File: src/logic/cix_pkg.sv
// shared constants and types for the instruction execute subset
package cix_pkg;

  // operation codes presented to the execute unit
  typedef enum logic [4:0] {
    CIX_OP_NONE = 5'h00,
    CIX_OP_JUMP_ON_CARRY = 5'h01,
    CIX_OP_JUMP_ON_NO_CARRY = 5'h02,
    CIX_OP_JUMP_IF_EQUAL = 5'h03,
    CIX_OP_JUMP_IF_NOT_EQUAL = 5'h04,
    CIX_OP_JUMP_IF_NEGATIVE = 5'h05,
    CIX_OP_JUMP_IF_POSITIVE = 5'h06,
    CIX_OP_JUMP_IF_POSITIVE_OR_ZERO = 5'h07,
    CIX_OP_MEMORY_LOAD_TO_A = 5'h08,
    CIX_OP_STACK_POINTER_FROM_B = 5'h09,
    CIX_OP_REGISTER_COPY = 5'h0A,
    CIX_OP_REGISTER_PAIR_LOAD = 5'h0B,
    CIX_OP_PAIR_LOAD_INDEXED = 5'h0C,
    CIX_OP_PERIPHERAL_IN = 5'h0D,
    CIX_OP_PERIPHERAL_OUT = 5'h0E,
    CIX_OP_BYTE_MULTIPLY = 5'h0F,
    CIX_OP_REGISTER_OR = 5'h10,
    CIX_OP_PERIPHERAL_OR_UPDATE = 5'h11,
    CIX_OP_STACK_PULL = 5'h12,
    CIX_OP_STACK_STORE = 5'h13,
    CIX_OP_INTERRUPT_RETURN = 5'h14,
    CIX_OP_SUBROUTINE_RETURN = 5'h15,
    CIX_OP_ROTATE_LEFT = 5'h16
  } cix_op_t;

  // memory addressing forms of the extended load
  typedef enum logic [1:0] {
    CIX_AM_DIRECT = 2'h0,
    CIX_AM_INDEXED = 2'h1,
    CIX_AM_INDIRECT = 2'h2
  } cix_amode_t;

  // sequencer states, one-hot
  typedef enum logic [4:0] {
    CIX_ST_IDLE = 5'b00001,
    CIX_ST_MEM = 5'b00010,
    CIX_ST_PF_READ = 5'b00100,
    CIX_ST_POP = 5'b01000,
    CIX_ST_DONE = 5'b10000
  } cix_state_t;

  // status register bit positions
  localparam int CIX_C_BIT = 7;
  localparam int CIX_N_BIT = 6;
  localparam int CIX_Z_BIT = 5;
  localparam int CIX_MSB_BIT = 7;
  // reset values
  localparam logic [7:0] CIX_SP_RESET = 8'h01;
  localparam logic [7:0] CIX_ST_RESET = 8'h00;
  localparam logic [15:0] CIX_PC_RESET = 16'h0000;
  // pop counts for the return forms
  localparam logic [1:0] CIX_POPS_INTERRUPT_RETURN = 2'h3;
  localparam logic [1:0] CIX_POPS_SUBROUTINE_RETURN = 2'h2;

endpackage : cix_pkg

File: src/logic/cix_flag_unit.sv
// flag evaluation helper: condition test and status update from a result byte
`timescale 1ns/10ps
module cix_flag_unit
  import cix_pkg::*;
(
  input wire cix_op_t op,
  input wire logic [7:0] status,
  input wire logic [7:0] value,
  input wire logic carry_in,
  output logic taken,
  output logic [7:0] status_out
);

  logic c;
  logic n;
  logic z;

  // condition table for the relative jumps; other flags are don't care
  always_comb begin
    c = status[CIX_C_BIT];
    n = status[CIX_N_BIT];
    z = status[CIX_Z_BIT];
    case (op)
      CIX_OP_JUMP_ON_CARRY: taken = c;
      CIX_OP_JUMP_ON_NO_CARRY: taken = !c;
      CIX_OP_JUMP_IF_EQUAL: taken = z;
      CIX_OP_JUMP_IF_NOT_EQUAL: taken = !z;
      CIX_OP_JUMP_IF_NEGATIVE: taken = n;
      CIX_OP_JUMP_IF_POSITIVE_OR_ZERO: taken = !n;
      CIX_OP_JUMP_IF_POSITIVE: taken = !n && !z;
      default: taken = 1'b0;
    endcase
  end

  // new status: carry as given, n and z from the value, other bits kept
  always_comb begin
    status_out = status;
    status_out[CIX_C_BIT] = carry_in;
    status_out[CIX_N_BIT] = value[CIX_MSB_BIT];
    status_out[CIX_Z_BIT] = (value == 8'h00);
  end

endmodule : cix_flag_unit

File: src/logic/cix_execute.sv
// execute unit for a subset of the 8-bit instruction set
`timescale 1ns/10ps
module cix_execute
  import cix_pkg::*;
(
  input wire logic clk,
  input wire logic rst_n,
  input wire logic start,
  input wire cix_op_t op,
  input wire cix_amode_t amode,
  input wire logic [7:0] src,
  input wire logic [7:0] dst_val,
  input wire logic [7:0] dst_addr,
  input wire logic [15:0] imm16,
  input wire logic [15:0] pair_val,
  input wire logic dst_is_status,
  input wire logic [7:0] a_val,
  input wire logic [7:0] b_val,
  input wire logic [15:0] pc_next,
  input wire logic [7:0] mem_rdata,
  input wire logic mem_rvalid,
  output logic busy,
  output logic done,
  output logic [7:0] sp,
  output logic [7:0] status,
  output logic [15:0] pc,
  output logic pc_load,
  output logic rf_we,
  output logic [7:0] rf_waddr,
  output logic [7:0] rf_wdata,
  output logic rf_we2,
  output logic [7:0] rf_waddr2,
  output logic [7:0] rf_wdata2,
  output logic mem_re,
  output logic mem_we,
  output logic [15:0] mem_addr,
  output logic [7:0] mem_wdata,
  output logic pf_re,
  output logic pf_we
);

  cix_state_t state_reg, state_next;
  cix_op_t op_reg, op_next;
  logic [7:0] sp_reg, sp_next;
  logic [7:0] status_reg, status_next;
  logic [15:0] pc_reg, pc_next_v;
  logic pc_load_reg, pc_load_next;
  logic done_reg, done_next;
  logic rf_we_reg, rf_we_next;
  logic [7:0] rf_waddr_reg, rf_waddr_next;
  logic [7:0] rf_wdata_reg, rf_wdata_next;
  logic rf_we2_reg, rf_we2_next;
  logic [7:0] rf_waddr2_reg, rf_waddr2_next;
  logic [7:0] rf_wdata2_reg, rf_wdata2_next;
  logic mem_re_reg, mem_re_next;
  logic mem_we_reg, mem_we_next;
  logic [15:0] mem_addr_reg, mem_addr_next;
  logic [7:0] mem_wdata_reg, mem_wdata_next;
  logic pf_re_reg, pf_re_next;
  logic pf_we_reg, pf_we_next;
  logic [1:0] pops_reg, pops_next;
  logic [7:0] dst_reg, dst_next;
  logic [7:0] opnd_reg, opnd_next;
  logic dst_st_reg, dst_st_next;

  logic taken;
  logic [7:0] flag_value;
  logic flag_carry;
  logic [7:0] status_upd;
  logic [15:0] product;
  logic [7:0] rotated;
  logic [15:0] pair_sum;
  logic [7:0] or_val;

  // jump conditions and status update shared by most operations
  cix_flag_unit u_flags (
    .op(op),
    .status(status_reg),
    .value(flag_value),
    .carry_in(flag_carry),
    .taken(taken),
    .status_out(status_upd)
  );

  // arithmetic shared by the single-cycle operations
  always_comb begin
    product = src * dst_val;
    rotated = {dst_val[6:0], dst_val[7]};
    pair_sum = imm16 + {8'h00, b_val};
    or_val = src | dst_val;
  end

  // value and carry fed to the flag unit for the op now being started or finished
  always_comb begin
    flag_carry = 1'b0;
    flag_value = src;
    if (state_reg == CIX_ST_IDLE) begin
      case (op)
        CIX_OP_BYTE_MULTIPLY: flag_value = product[15:8];
        CIX_OP_REGISTER_OR: flag_value = or_val;
        CIX_OP_REGISTER_PAIR_LOAD: flag_value = pair_val[15:8];
        CIX_OP_PAIR_LOAD_INDEXED: flag_value = pair_sum[15:8];
        CIX_OP_ROTATE_LEFT: begin
          flag_value = rotated;
          flag_carry = dst_val[7];
        end
        default: flag_value = src;
      endcase
    end else if (op_reg == CIX_OP_PERIPHERAL_OR_UPDATE) begin
      flag_value = opnd_reg | mem_rdata;
    end else if (op_reg == CIX_OP_PERIPHERAL_OUT) begin
      // an output takes its flags from the byte written, not from the dummy read
      flag_value = opnd_reg;
    end else begin
      flag_value = mem_rdata;
    end
  end

  // next-state logic for the sequencer and all register outputs
  always_comb begin
    state_next = state_reg;
    op_next = op_reg;
    sp_next = sp_reg;
    status_next = status_reg;
    pc_next_v = pc_reg;
    pc_load_next = 1'b0;
    done_next = 1'b0;
    rf_we_next = 1'b0;
    rf_waddr_next = rf_waddr_reg;
    rf_wdata_next = rf_wdata_reg;
    rf_we2_next = 1'b0;
    rf_waddr2_next = rf_waddr2_reg;
    rf_wdata2_next = rf_wdata2_reg;
    mem_re_next = 1'b0;
    mem_we_next = 1'b0;
    mem_addr_next = mem_addr_reg;
    mem_wdata_next = mem_wdata_reg;
    pf_re_next = 1'b0;
    pf_we_next = 1'b0;
    pops_next = pops_reg;
    dst_next = dst_reg;
    opnd_next = opnd_reg;
    dst_st_next = dst_st_reg;
    case (state_reg)
      CIX_ST_IDLE: begin
        if (start) begin
          op_next = op;
          dst_next = dst_addr;
          opnd_next = src;
          dst_st_next = dst_is_status;
          state_next = CIX_ST_DONE;
          case (op)
            CIX_OP_JUMP_ON_CARRY, CIX_OP_JUMP_ON_NO_CARRY, CIX_OP_JUMP_IF_EQUAL,
            CIX_OP_JUMP_IF_NOT_EQUAL, CIX_OP_JUMP_IF_NEGATIVE,
            CIX_OP_JUMP_IF_POSITIVE, CIX_OP_JUMP_IF_POSITIVE_OR_ZERO: begin
              if (taken) begin
                pc_next_v = pc_next + {{8{src[7]}}, src};
                pc_load_next = 1'b1;
              end
            end
            CIX_OP_MEMORY_LOAD_TO_A: begin
              // address formed by mode; indirect pair arrives on pair_val
              case (amode)
                CIX_AM_INDEXED: mem_addr_next = imm16 + {8'h00, b_val};
                CIX_AM_INDIRECT: mem_addr_next = pair_val;
                default: mem_addr_next = imm16;
              endcase
              mem_re_next = 1'b1;
              state_next = CIX_ST_MEM;
            end
            CIX_OP_STACK_POINTER_FROM_B: sp_next = b_val;
            CIX_OP_REGISTER_COPY, CIX_OP_REGISTER_OR, CIX_OP_ROTATE_LEFT: begin
              rf_we_next = 1'b1;
              rf_waddr_next = dst_addr;
              rf_wdata_next = (op == CIX_OP_REGISTER_COPY) ? src :
                              (op == CIX_OP_REGISTER_OR) ? or_val : rotated;
              status_next = status_upd;
            end
            CIX_OP_REGISTER_PAIR_LOAD, CIX_OP_PAIR_LOAD_INDEXED: begin
              rf_we_next = 1'b1;
              rf_waddr_next = dst_addr;
              rf_we2_next = 1'b1;
              rf_waddr2_next = dst_addr - 8'h01;
              if (op == CIX_OP_PAIR_LOAD_INDEXED) begin
                rf_wdata_next = pair_sum[7:0];
                rf_wdata2_next = pair_sum[15:8];
              end else begin
                rf_wdata_next = pair_val[7:0];
                rf_wdata2_next = pair_val[15:8];
              end
              status_next = status_upd;
            end
            CIX_OP_BYTE_MULTIPLY: begin
              // a and b are ports of the register file, taken by caller as pair writes
              rf_we_next = 1'b1;
              rf_waddr_next = 8'h00;
              rf_wdata_next = product[15:8];
              rf_we2_next = 1'b1;
              rf_waddr2_next = 8'h01;
              rf_wdata2_next = product[7:0];
              status_next = status_upd;
            end
            CIX_OP_PERIPHERAL_IN, CIX_OP_PERIPHERAL_OUT, CIX_OP_PERIPHERAL_OR_UPDATE: begin
              // read always precedes any write, even for a pure output
              mem_addr_next = {8'h00, dst_addr};
              pf_re_next = 1'b1;
              state_next = CIX_ST_PF_READ;
            end
            CIX_OP_STACK_STORE: begin
              sp_next = sp_reg + 8'h01;
              mem_addr_next = {8'h00, sp_reg + 8'h01};
              mem_wdata_next = src;
              mem_we_next = 1'b1;
              status_next = status_upd;
            end
            CIX_OP_STACK_PULL, CIX_OP_INTERRUPT_RETURN, CIX_OP_SUBROUTINE_RETURN: begin
              pops_next = (op == CIX_OP_INTERRUPT_RETURN) ? CIX_POPS_INTERRUPT_RETURN :
                          (op == CIX_OP_SUBROUTINE_RETURN) ? CIX_POPS_SUBROUTINE_RETURN : 2'h1;
              mem_addr_next = {8'h00, sp_reg};
              mem_re_next = 1'b1;
              state_next = CIX_ST_POP;
            end
            default: state_next = CIX_ST_DONE;
          endcase
        end
      end
      CIX_ST_MEM: begin
        if (mem_rvalid) begin
          rf_we_next = 1'b1;
          rf_waddr_next = 8'h00;
          rf_wdata_next = mem_rdata;
          status_next = status_upd;
          state_next = CIX_ST_DONE;
        end
      end
      CIX_ST_PF_READ: begin
        if (mem_rvalid) begin
          state_next = CIX_ST_DONE;
          case (op_reg)
            CIX_OP_PERIPHERAL_IN: begin
              rf_we_next = 1'b1;
              rf_waddr_next = opnd_reg;
              rf_wdata_next = mem_rdata;
              status_next = status_upd;
            end
            CIX_OP_PERIPHERAL_OR_UPDATE: begin
              pf_we_next = 1'b1;
              mem_wdata_next = opnd_reg | mem_rdata;
              status_next = status_upd;
            end
            default: begin
              pf_we_next = 1'b1;
              mem_wdata_next = opnd_reg;
              status_next = status_upd;
            end
          endcase
        end
      end
      CIX_ST_POP: begin
        if (mem_rvalid) begin
          sp_next = sp_reg - 8'h01;
          if (op_reg == CIX_OP_STACK_PULL) begin
            if (dst_st_reg) begin
              status_next = mem_rdata;
            end else begin
              rf_we_next = 1'b1;
              rf_waddr_next = dst_reg;
              rf_wdata_next = mem_rdata;
              status_next = status_upd;
            end
          end else if (pops_reg == CIX_POPS_INTERRUPT_RETURN - 2'h2 && op_reg == CIX_OP_INTERRUPT_RETURN) begin
            status_next = mem_rdata;
          end else if (pops_reg[0] == (op_reg == CIX_OP_INTERRUPT_RETURN)) begin
            pc_next_v = {pc_reg[15:8], mem_rdata};
          end else begin
            pc_next_v = {mem_rdata, pc_reg[7:0]};
          end
          pops_next = pops_reg - 2'h1;
          if (pops_reg == 2'h1) begin
            state_next = CIX_ST_DONE;
            pc_load_next = (op_reg != CIX_OP_STACK_PULL);
          end else begin
            mem_addr_next = {8'h00, sp_reg - 8'h01};
            mem_re_next = 1'b1;
          end
        end
      end
      CIX_ST_DONE: begin
        done_next = 1'b1;
        state_next = CIX_ST_IDLE;
      end
      default: state_next = CIX_ST_IDLE;
    endcase
  end

  // state registers only
  always_ff @(posedge clk) begin
    if (!rst_n) begin
      state_reg <= CIX_ST_IDLE;
      op_reg <= CIX_OP_NONE;
      sp_reg <= CIX_SP_RESET;
      status_reg <= CIX_ST_RESET;
      pc_reg <= CIX_PC_RESET;
      pc_load_reg <= 1'b0;
      done_reg <= 1'b0;
      rf_we_reg <= 1'b0;
      rf_waddr_reg <= 8'h00;
      rf_wdata_reg <= 8'h00;
      rf_we2_reg <= 1'b0;
      rf_waddr2_reg <= 8'h00;
      rf_wdata2_reg <= 8'h00;
      mem_re_reg <= 1'b0;
      mem_we_reg <= 1'b0;
      mem_addr_reg <= 16'h0000;
      mem_wdata_reg <= 8'h00;
      pf_re_reg <= 1'b0;
      pf_we_reg <= 1'b0;
      pops_reg <= 2'h0;
      dst_reg <= 8'h00;
      opnd_reg <= 8'h00;
      dst_st_reg <= 1'b0;
    end else begin
      state_reg <= state_next;
      op_reg <= op_next;
      sp_reg <= sp_next;
      status_reg <= status_next;
      pc_reg <= pc_next_v;
      pc_load_reg <= pc_load_next;
      done_reg <= done_next;
      rf_we_reg <= rf_we_next;
      rf_waddr_reg <= rf_waddr_next;
      rf_wdata_reg <= rf_wdata_next;
      rf_we2_reg <= rf_we2_next;
      rf_waddr2_reg <= rf_waddr2_next;
      rf_wdata2_reg <= rf_wdata2_next;
      mem_re_reg <= mem_re_next;
      mem_we_reg <= mem_we_next;
      mem_addr_reg <= mem_addr_next;
      mem_wdata_reg <= mem_wdata_next;
      pf_re_reg <= pf_re_next;
      pf_we_reg <= pf_we_next;
      pops_reg <= pops_next;
      dst_reg <= dst_next;
      opnd_reg <= opnd_next;
      dst_st_reg <= dst_st_next;
    end
  end

  // outputs straight from flip-flops, except busy decoded from the state
  always_comb begin
    busy = (state_reg != CIX_ST_IDLE);
    done = done_reg;
    sp = sp_reg;
    status = status_reg;
    pc = pc_reg;
    pc_load = pc_load_reg;
    rf_we = rf_we_reg;
    rf_waddr = rf_waddr_reg;
    rf_wdata = rf_wdata_reg;
    rf_we2 = rf_we2_reg;
    rf_waddr2 = rf_waddr2_reg;
    rf_wdata2 = rf_wdata2_reg;
    mem_re = mem_re_reg;
    mem_we = mem_we_reg;
    mem_addr = mem_addr_reg;
    mem_wdata = mem_wdata_reg;
    pf_re = pf_re_reg;
    pf_we = pf_we_reg;
  end

  // stack pointer load leaves status alone
  property p_sp_from_b;
    @(posedge clk) disable iff (!rst_n)
      (state_reg == CIX_ST_IDLE && start && op == CIX_OP_STACK_POINTER_FROM_B)
        |=> (sp == $past(b_val) && status == $past(status_reg));
  endproperty
  a_sp_from_b: assert property (p_sp_from_b) else $error("sp load wrong");

  // a peripheral write is always preceded by a read
  property p_pf_read_first;
    @(posedge clk) disable iff (!rst_n)
      pf_we |-> $past(state_reg == CIX_ST_PF_READ);
  endproperty
  a_pf_read_first: assert property (p_pf_read_first) else $error("pf write without read");

  // push raises sp by one
  property p_push_sp;
    @(posedge clk) disable iff (!rst_n)
      (state_reg == CIX_ST_IDLE && start && op == CIX_OP_STACK_STORE)
        |=> (sp == $past(sp_reg) + 8'h01 && mem_we && status[CIX_C_BIT] == 1'b0);
  endproperty
  a_push_sp: assert property (p_push_sp) else $error("push wrong");

  // positive jump never taken with n or z set
  property p_jp;
    @(posedge clk) disable iff (!rst_n)
      (state_reg == CIX_ST_IDLE && start && op == CIX_OP_JUMP_IF_POSITIVE
        && (status_reg[CIX_N_BIT] || status_reg[CIX_Z_BIT])) |=> !pc_load;
  endproperty
  a_jp: assert property (p_jp) else $error("positive jump taken wrongly");

  // rotate result and carry both come from the old top bit
  property p_rotate;
    @(posedge clk) disable iff (!rst_n)
      (state_reg == CIX_ST_IDLE && start && op == CIX_OP_ROTATE_LEFT)
        |=> (rf_we && rf_wdata == {$past(dst_val[6:0]), $past(dst_val[7])}
          && status[CIX_C_BIT] == $past(dst_val[7]));
  endproperty
  a_rotate: assert property (p_rotate) else $error("rotate wrong");

  // full product split over both write ports, high byte to a
  property p_multiply;
    @(posedge clk) disable iff (!rst_n)
      (state_reg == CIX_ST_IDLE && start && op == CIX_OP_BYTE_MULTIPLY)
        |=> ({rf_wdata, rf_wdata2} == $past(src) * $past(dst_val) && rf_waddr == 8'h00 && rf_waddr2 == 8'h01);
  endproperty
  a_multiply: assert property (p_multiply) else $error("multiply wrong");

  // a peripheral write carries the flags of the byte written
  property p_pf_flags;
    @(posedge clk) disable iff (!rst_n)
      pf_we |-> (status[CIX_N_BIT] == mem_wdata[CIX_MSB_BIT] && status[CIX_Z_BIT] == (mem_wdata == 8'h00)
        && !status[CIX_C_BIT]);
  endproperty
  a_pf_flags: assert property (p_pf_flags) else $error("peripheral flags wrong");

endmodule : cix_execute

File: config.mk
export PLATFORM = sky130hd
export DESIGN_NAME = cix_execute
export DESIGN_NICKNAME = d
export VERILOG_FILES = /design/src/logic/cix_pkg.sv /design/src/logic/cix_flag_unit.sv /design/src/logic/cix_execute.sv
export SDC_FILE = /design/constraint.sdc
export NUM_CORES = 1
export LEC_CHECK = 0
export BUFFER_PORTS_ARGS = -buffer_cell sky130_fd_sc_hd__buf_4
export CORE_MARGIN = 8
export CORE_UTILIZATION = 39
export CTS_BUF_LIST = sky130_fd_sc_hd__clkbuf_8
export CTS_CLUSTER_DIAMETER = 200
export DETAILED_ROUTE_END_ITERATION = 16
export SLEW_MARGIN = 15
export SYNTH_ARGS = -nofsm -noshare
export SYNTH_HDL_FRONTEND = slang
export SYNTH_SLANG_ARGS = --single-unit
File: constraint.sdc
create_clock -name clk -period 6.55 [get_ports clk]
set_input_delay 1.6375 -clock clk [delete_from_list [all_inputs] [get_ports clk]]
set_output_delay 1.6375 -clock clk [all_outputs]
set_load 0.01 [all_outputs]
==> impl_metrics.tcl <==
set metrics [dict create \
    synth.distinct_cells 91 \
    ctsHoldBuffers 0 \
    first_iter_violations 986 \
    htreeDepth 4 \
    clock_latency_ns 0.46 \
    grt_pass1_vias 10781 \
    setup_violations 0 \
    die_w_microns 183 \
    multi_input_area_sq_mm 0.00760 \
    synth-edff-count 0 \
    worstMarginPinSlew_ns 1.10 \
    routed_wl_mm 40.5 \
    post_cts_buffers 0 \
    startpoint_type "primary input" \
    rsz0062_at_grt "no" \
    maxCapViolations 0 \
    run_status "completed" \
    critical_path_buf_inv_count 3 \
    place_congestion 0.905 \
    regArea_sq_mm 0.00250 \
    ant_nets 0 \
    min_period_ns 5.91 \
    cts_tree "yes" \
    cts_num_sinks 125 \
    cp.arrival_ns 6.25 \
    utilization 0.470 \
    fin_crit_sh 0.902 \
    crit_path_start "dst_val[2]" \
    via_per_inst 5.75 \
    wl_per_cell_microns 20.8 \
    nFillCells 2780 \
    antenna_found_initial 1 \
    fmax_mhz 169 \
    cp_cell_sequence "buf_4 > and2_1 > fa_1 > fa_1 > fa_1 > inv_1 > fa_1 > inv_1 > ha_1 > o21ai_0 > a21boi_0 > o21a_1 > a311o_1 > mux2_4 > and4_1 > a41oi_1 > nor3_1" \
    worstPathRequired_ns 6.89 \
    ys_seq_area_frac 0.231 \
    cts_buffers 17 \
    synthFlopType "dfxtp_1" \
    dp_cells 1911 \
    synthArstFlopShare 0 \
    worstReg2RegEnd "mem_wdata[1]$_SDFFE_PN0P_" \
    worstHoldPathCells 2 \
    coreArea_sq_mm 0.0276 \
    place_ws_ns 0.191 \
    cp_top_family "adder cells" \
    io_buffers 196 \
    grt-ovfl-total 0 \
    path_max_fanout 12 \
    ys_ff_latch 125 \
    fp.dieH_microns 183 \
    vias 11167 \
    nNetsFinal 1763 \
    detailed_place_hpwl_mm 30.9 \
    setup_ws_ns 0.644 \
    crit_path_top_delay_cell "fa_1" \
    p_int_mw 1.78 \
    leakage_nw 5.37 \
    cts_resized 0 \
    final_cells 1943 \
    area_growth_syn_to_layout_pct 19.5 \
    cts.path.max_buffers 2 \
    finalSetupTns_ns 0 \
    start_util 0.393 \
    p_clk_frac 0.251 \
    combPwrFrac 0.444 \
    ir_drop_v 0.000105 \
    min_path_type "reg -> reg" \
    drive_above_1_share 0.192 \
    p_sw_mw 1.24 \
    r2r-start "state_reg[3]$_SDFFE_PN0P_" \
    slowest_delay_ns 0.54 \
    worstHoldStart "rf_waddr2[5]$_SDFFE_PN0P_" \
    synthCells 1410 \
    cp_common_cell "fa_1" \
    synthesis.area_sq_mm 0.0108 \
    postSynthAreaPerCell_sq_um 7.68 \
    fin_skew_ns 0.0197 \
    drtPass1Iterations 5 \
    ys_warn_count 0 \
    seqPwrFrac 0.304 \
    reg2reg_depth 7 \
    critical_path_class "in -> reg" \
    drv_slew 0 \
    ff2ff_setup_slack_ns 3.34 \
    p_per_area_mw_per_mm2 233 \
    synthesis.nets 1621 \
    grt_pass1_wl_mm 62.0 \
    die-area_sq_mm 0.0334 \
    endpoint_kind "flop" \
    final-hold-violation-count 0 \
    p_sw_frac 0.410 \
    clkTransAtPathRegs_ns 0.09 \
    slew_headroom 0.269 \
    min_to "rf_waddr2[5]$_SDFFE_PN0P_" \
    grt_usage 0.236 \
    fp-row-count 61 \
    ios 205 \
    grt_max_degree 49 \
    drcViolationCount 0 \
    cts_root_buf "clkbuf_8" \
]
==> cells in the mapped netlist, types with 7 or more instances <==
master,n,share of area
and3_1,10,0.0058
o221ai_1,9,0.0073
nand3b_1,8,0.0055
mux2i_1,12,0.011
ha_1,65,0.075
or3_1,9,0.0052
xor2_1,18,0.015
nor2_1,126,0.044
o21ai_0,81,0.037
o211ai_1,20,0.014
o41ai_1,7,0.0057
buf_2,23,0.011
xnor2_1,26,0.021
a211oi_2,8,0.0092
nand2_1,170,0.059
a211oi_1,21,0.015
nor2b_1,12,0.0069
o21a_1,16,0.011
dfxtp_1,125,0.23
o22ai_1,10,0.0058
nand3_1,36,0.017
and2_1,56,0.032
a31oi_1,12,0.0069
nor4_1,7,0.0040
nor3_1,39,0.018
inv_1,82,0.028
a221oi_1,8,0.0065
nand2b_1,15,0.0087
fa_1,38,0.070
a22oi_1,19,0.013
a21o_1,9,0.0062
a21oi_1,112,0.052
a222oi_1,9,0.0083
nand4_1,11,0.0064
clkbuf_1,63,0.022
==> cell usage in the layout (no fill, tap or decap), drive strengths merged, types with 13 or more instances in the layout <==
cell,instances
buf,216
nand2,171
nor2,128
dfxtp,125
a21oi,115
inv,88
o21ai,86
ha,65
and2,56
nor3,42
fa,38
nand3,36
a211oi,29
xnor2,26
o211ai,21
a22oi,19
xor2,18
clkbuf,17
o21a,16
nand2b,15
nor2b,13
==> through the flow <==
| stage | power [mW] | cell area, sq um | hold WS (ns) |
|---|---|---|---|
| after floorplan | 1.84 | 10800 | 0.436 |
| after global placement | 2.24 | 12500 | 0.441 |
| after detailed placement | 2.26 | 12500 | 0.446 |
| after CTS | 3.03 | 12900 | 0.457 |
| after global routing | 3.21 | 12900 | 0.465 |
| final | 3.02 | 12900 | 0.456 |
==> worst reg2reg max path, cell delays in order (launching register included) <==
cell and delay [ns]:
dfxtp_1 0.37, nor2_2 0.18, and3_1 0.51, nand2_2 0.54
o31ai_2 1.05, o2111ai_1 0.27, o21ai_0 0.14, nor2_1 0.05
==> logic make-up (layout without fill, tap and decap cells) <==
family,count (synthesis),in the layout,share of synthesized area
AO/OA/AOI/OAI,421,421,0.273
XOR/XNOR,44,44,0.0356
adder cells (fa/ha/maj),103,103,0.145
buffers and inverters,177,331,0.0681
flip-flops,125,125,0.231
multiplexers,13,13,0.0125
other,0,1,0
AND/OR/NAND/NOR,527,527,0.235
==> how the worst max path moves through the flow <==
stage / cells after the start / to
after floorplan: 17 / status[5]$_SDFFE_PN0P_
final: 17 / status[5]$_SDFFE_PN0P_
after CTS: 17 / status[5]$_SDFFE_PN0P_
after detailed placement: 17 / status[5]$_SDFFE_PN0P_
after global routing: 17 / status[5]$_SDFFE_PN0P_
after global placement: 17 / status[5]$_SDFFE_PN0P_
==> final cells by class <==
| type | instances | share of cell area |
|---|---|---|
| multi-input cells | 1108 | 0.588 |
| well taps | 378 | 0.0366 |
| diodes | 1 | 0.000193 |
| repair buffers | 216 | 0.125 |
| clock buffers | 17 | 0.0181 |
| clock inverters | 14 | 0.0141 |
| flip-flops and latches | 125 | 0.193 |
| inverters | 84 | 0.0247 |
==> power groups by stage <==
stage                     Sequential [mW]  Combinational (mW)  Clock, mW
after floorplan                     0.934               0.910          0
after global placement              0.933                1.31          0
after detailed placement            0.933                1.33          0
after CTS                           0.917                1.34      0.772
after global routing                0.930                1.48      0.803
final                               0.918                1.34      0.758
==> layer usage <==
metal,part of all wire,GRT usage,vias up
met5,0,0,-
met4,0.041,0.102,0
met3,0.066,0.0394,95
met2,0.46,0.386,444
met1,0.43,0.302,5307
li1,-,-,5321
(Power assumes the default switching activity.)
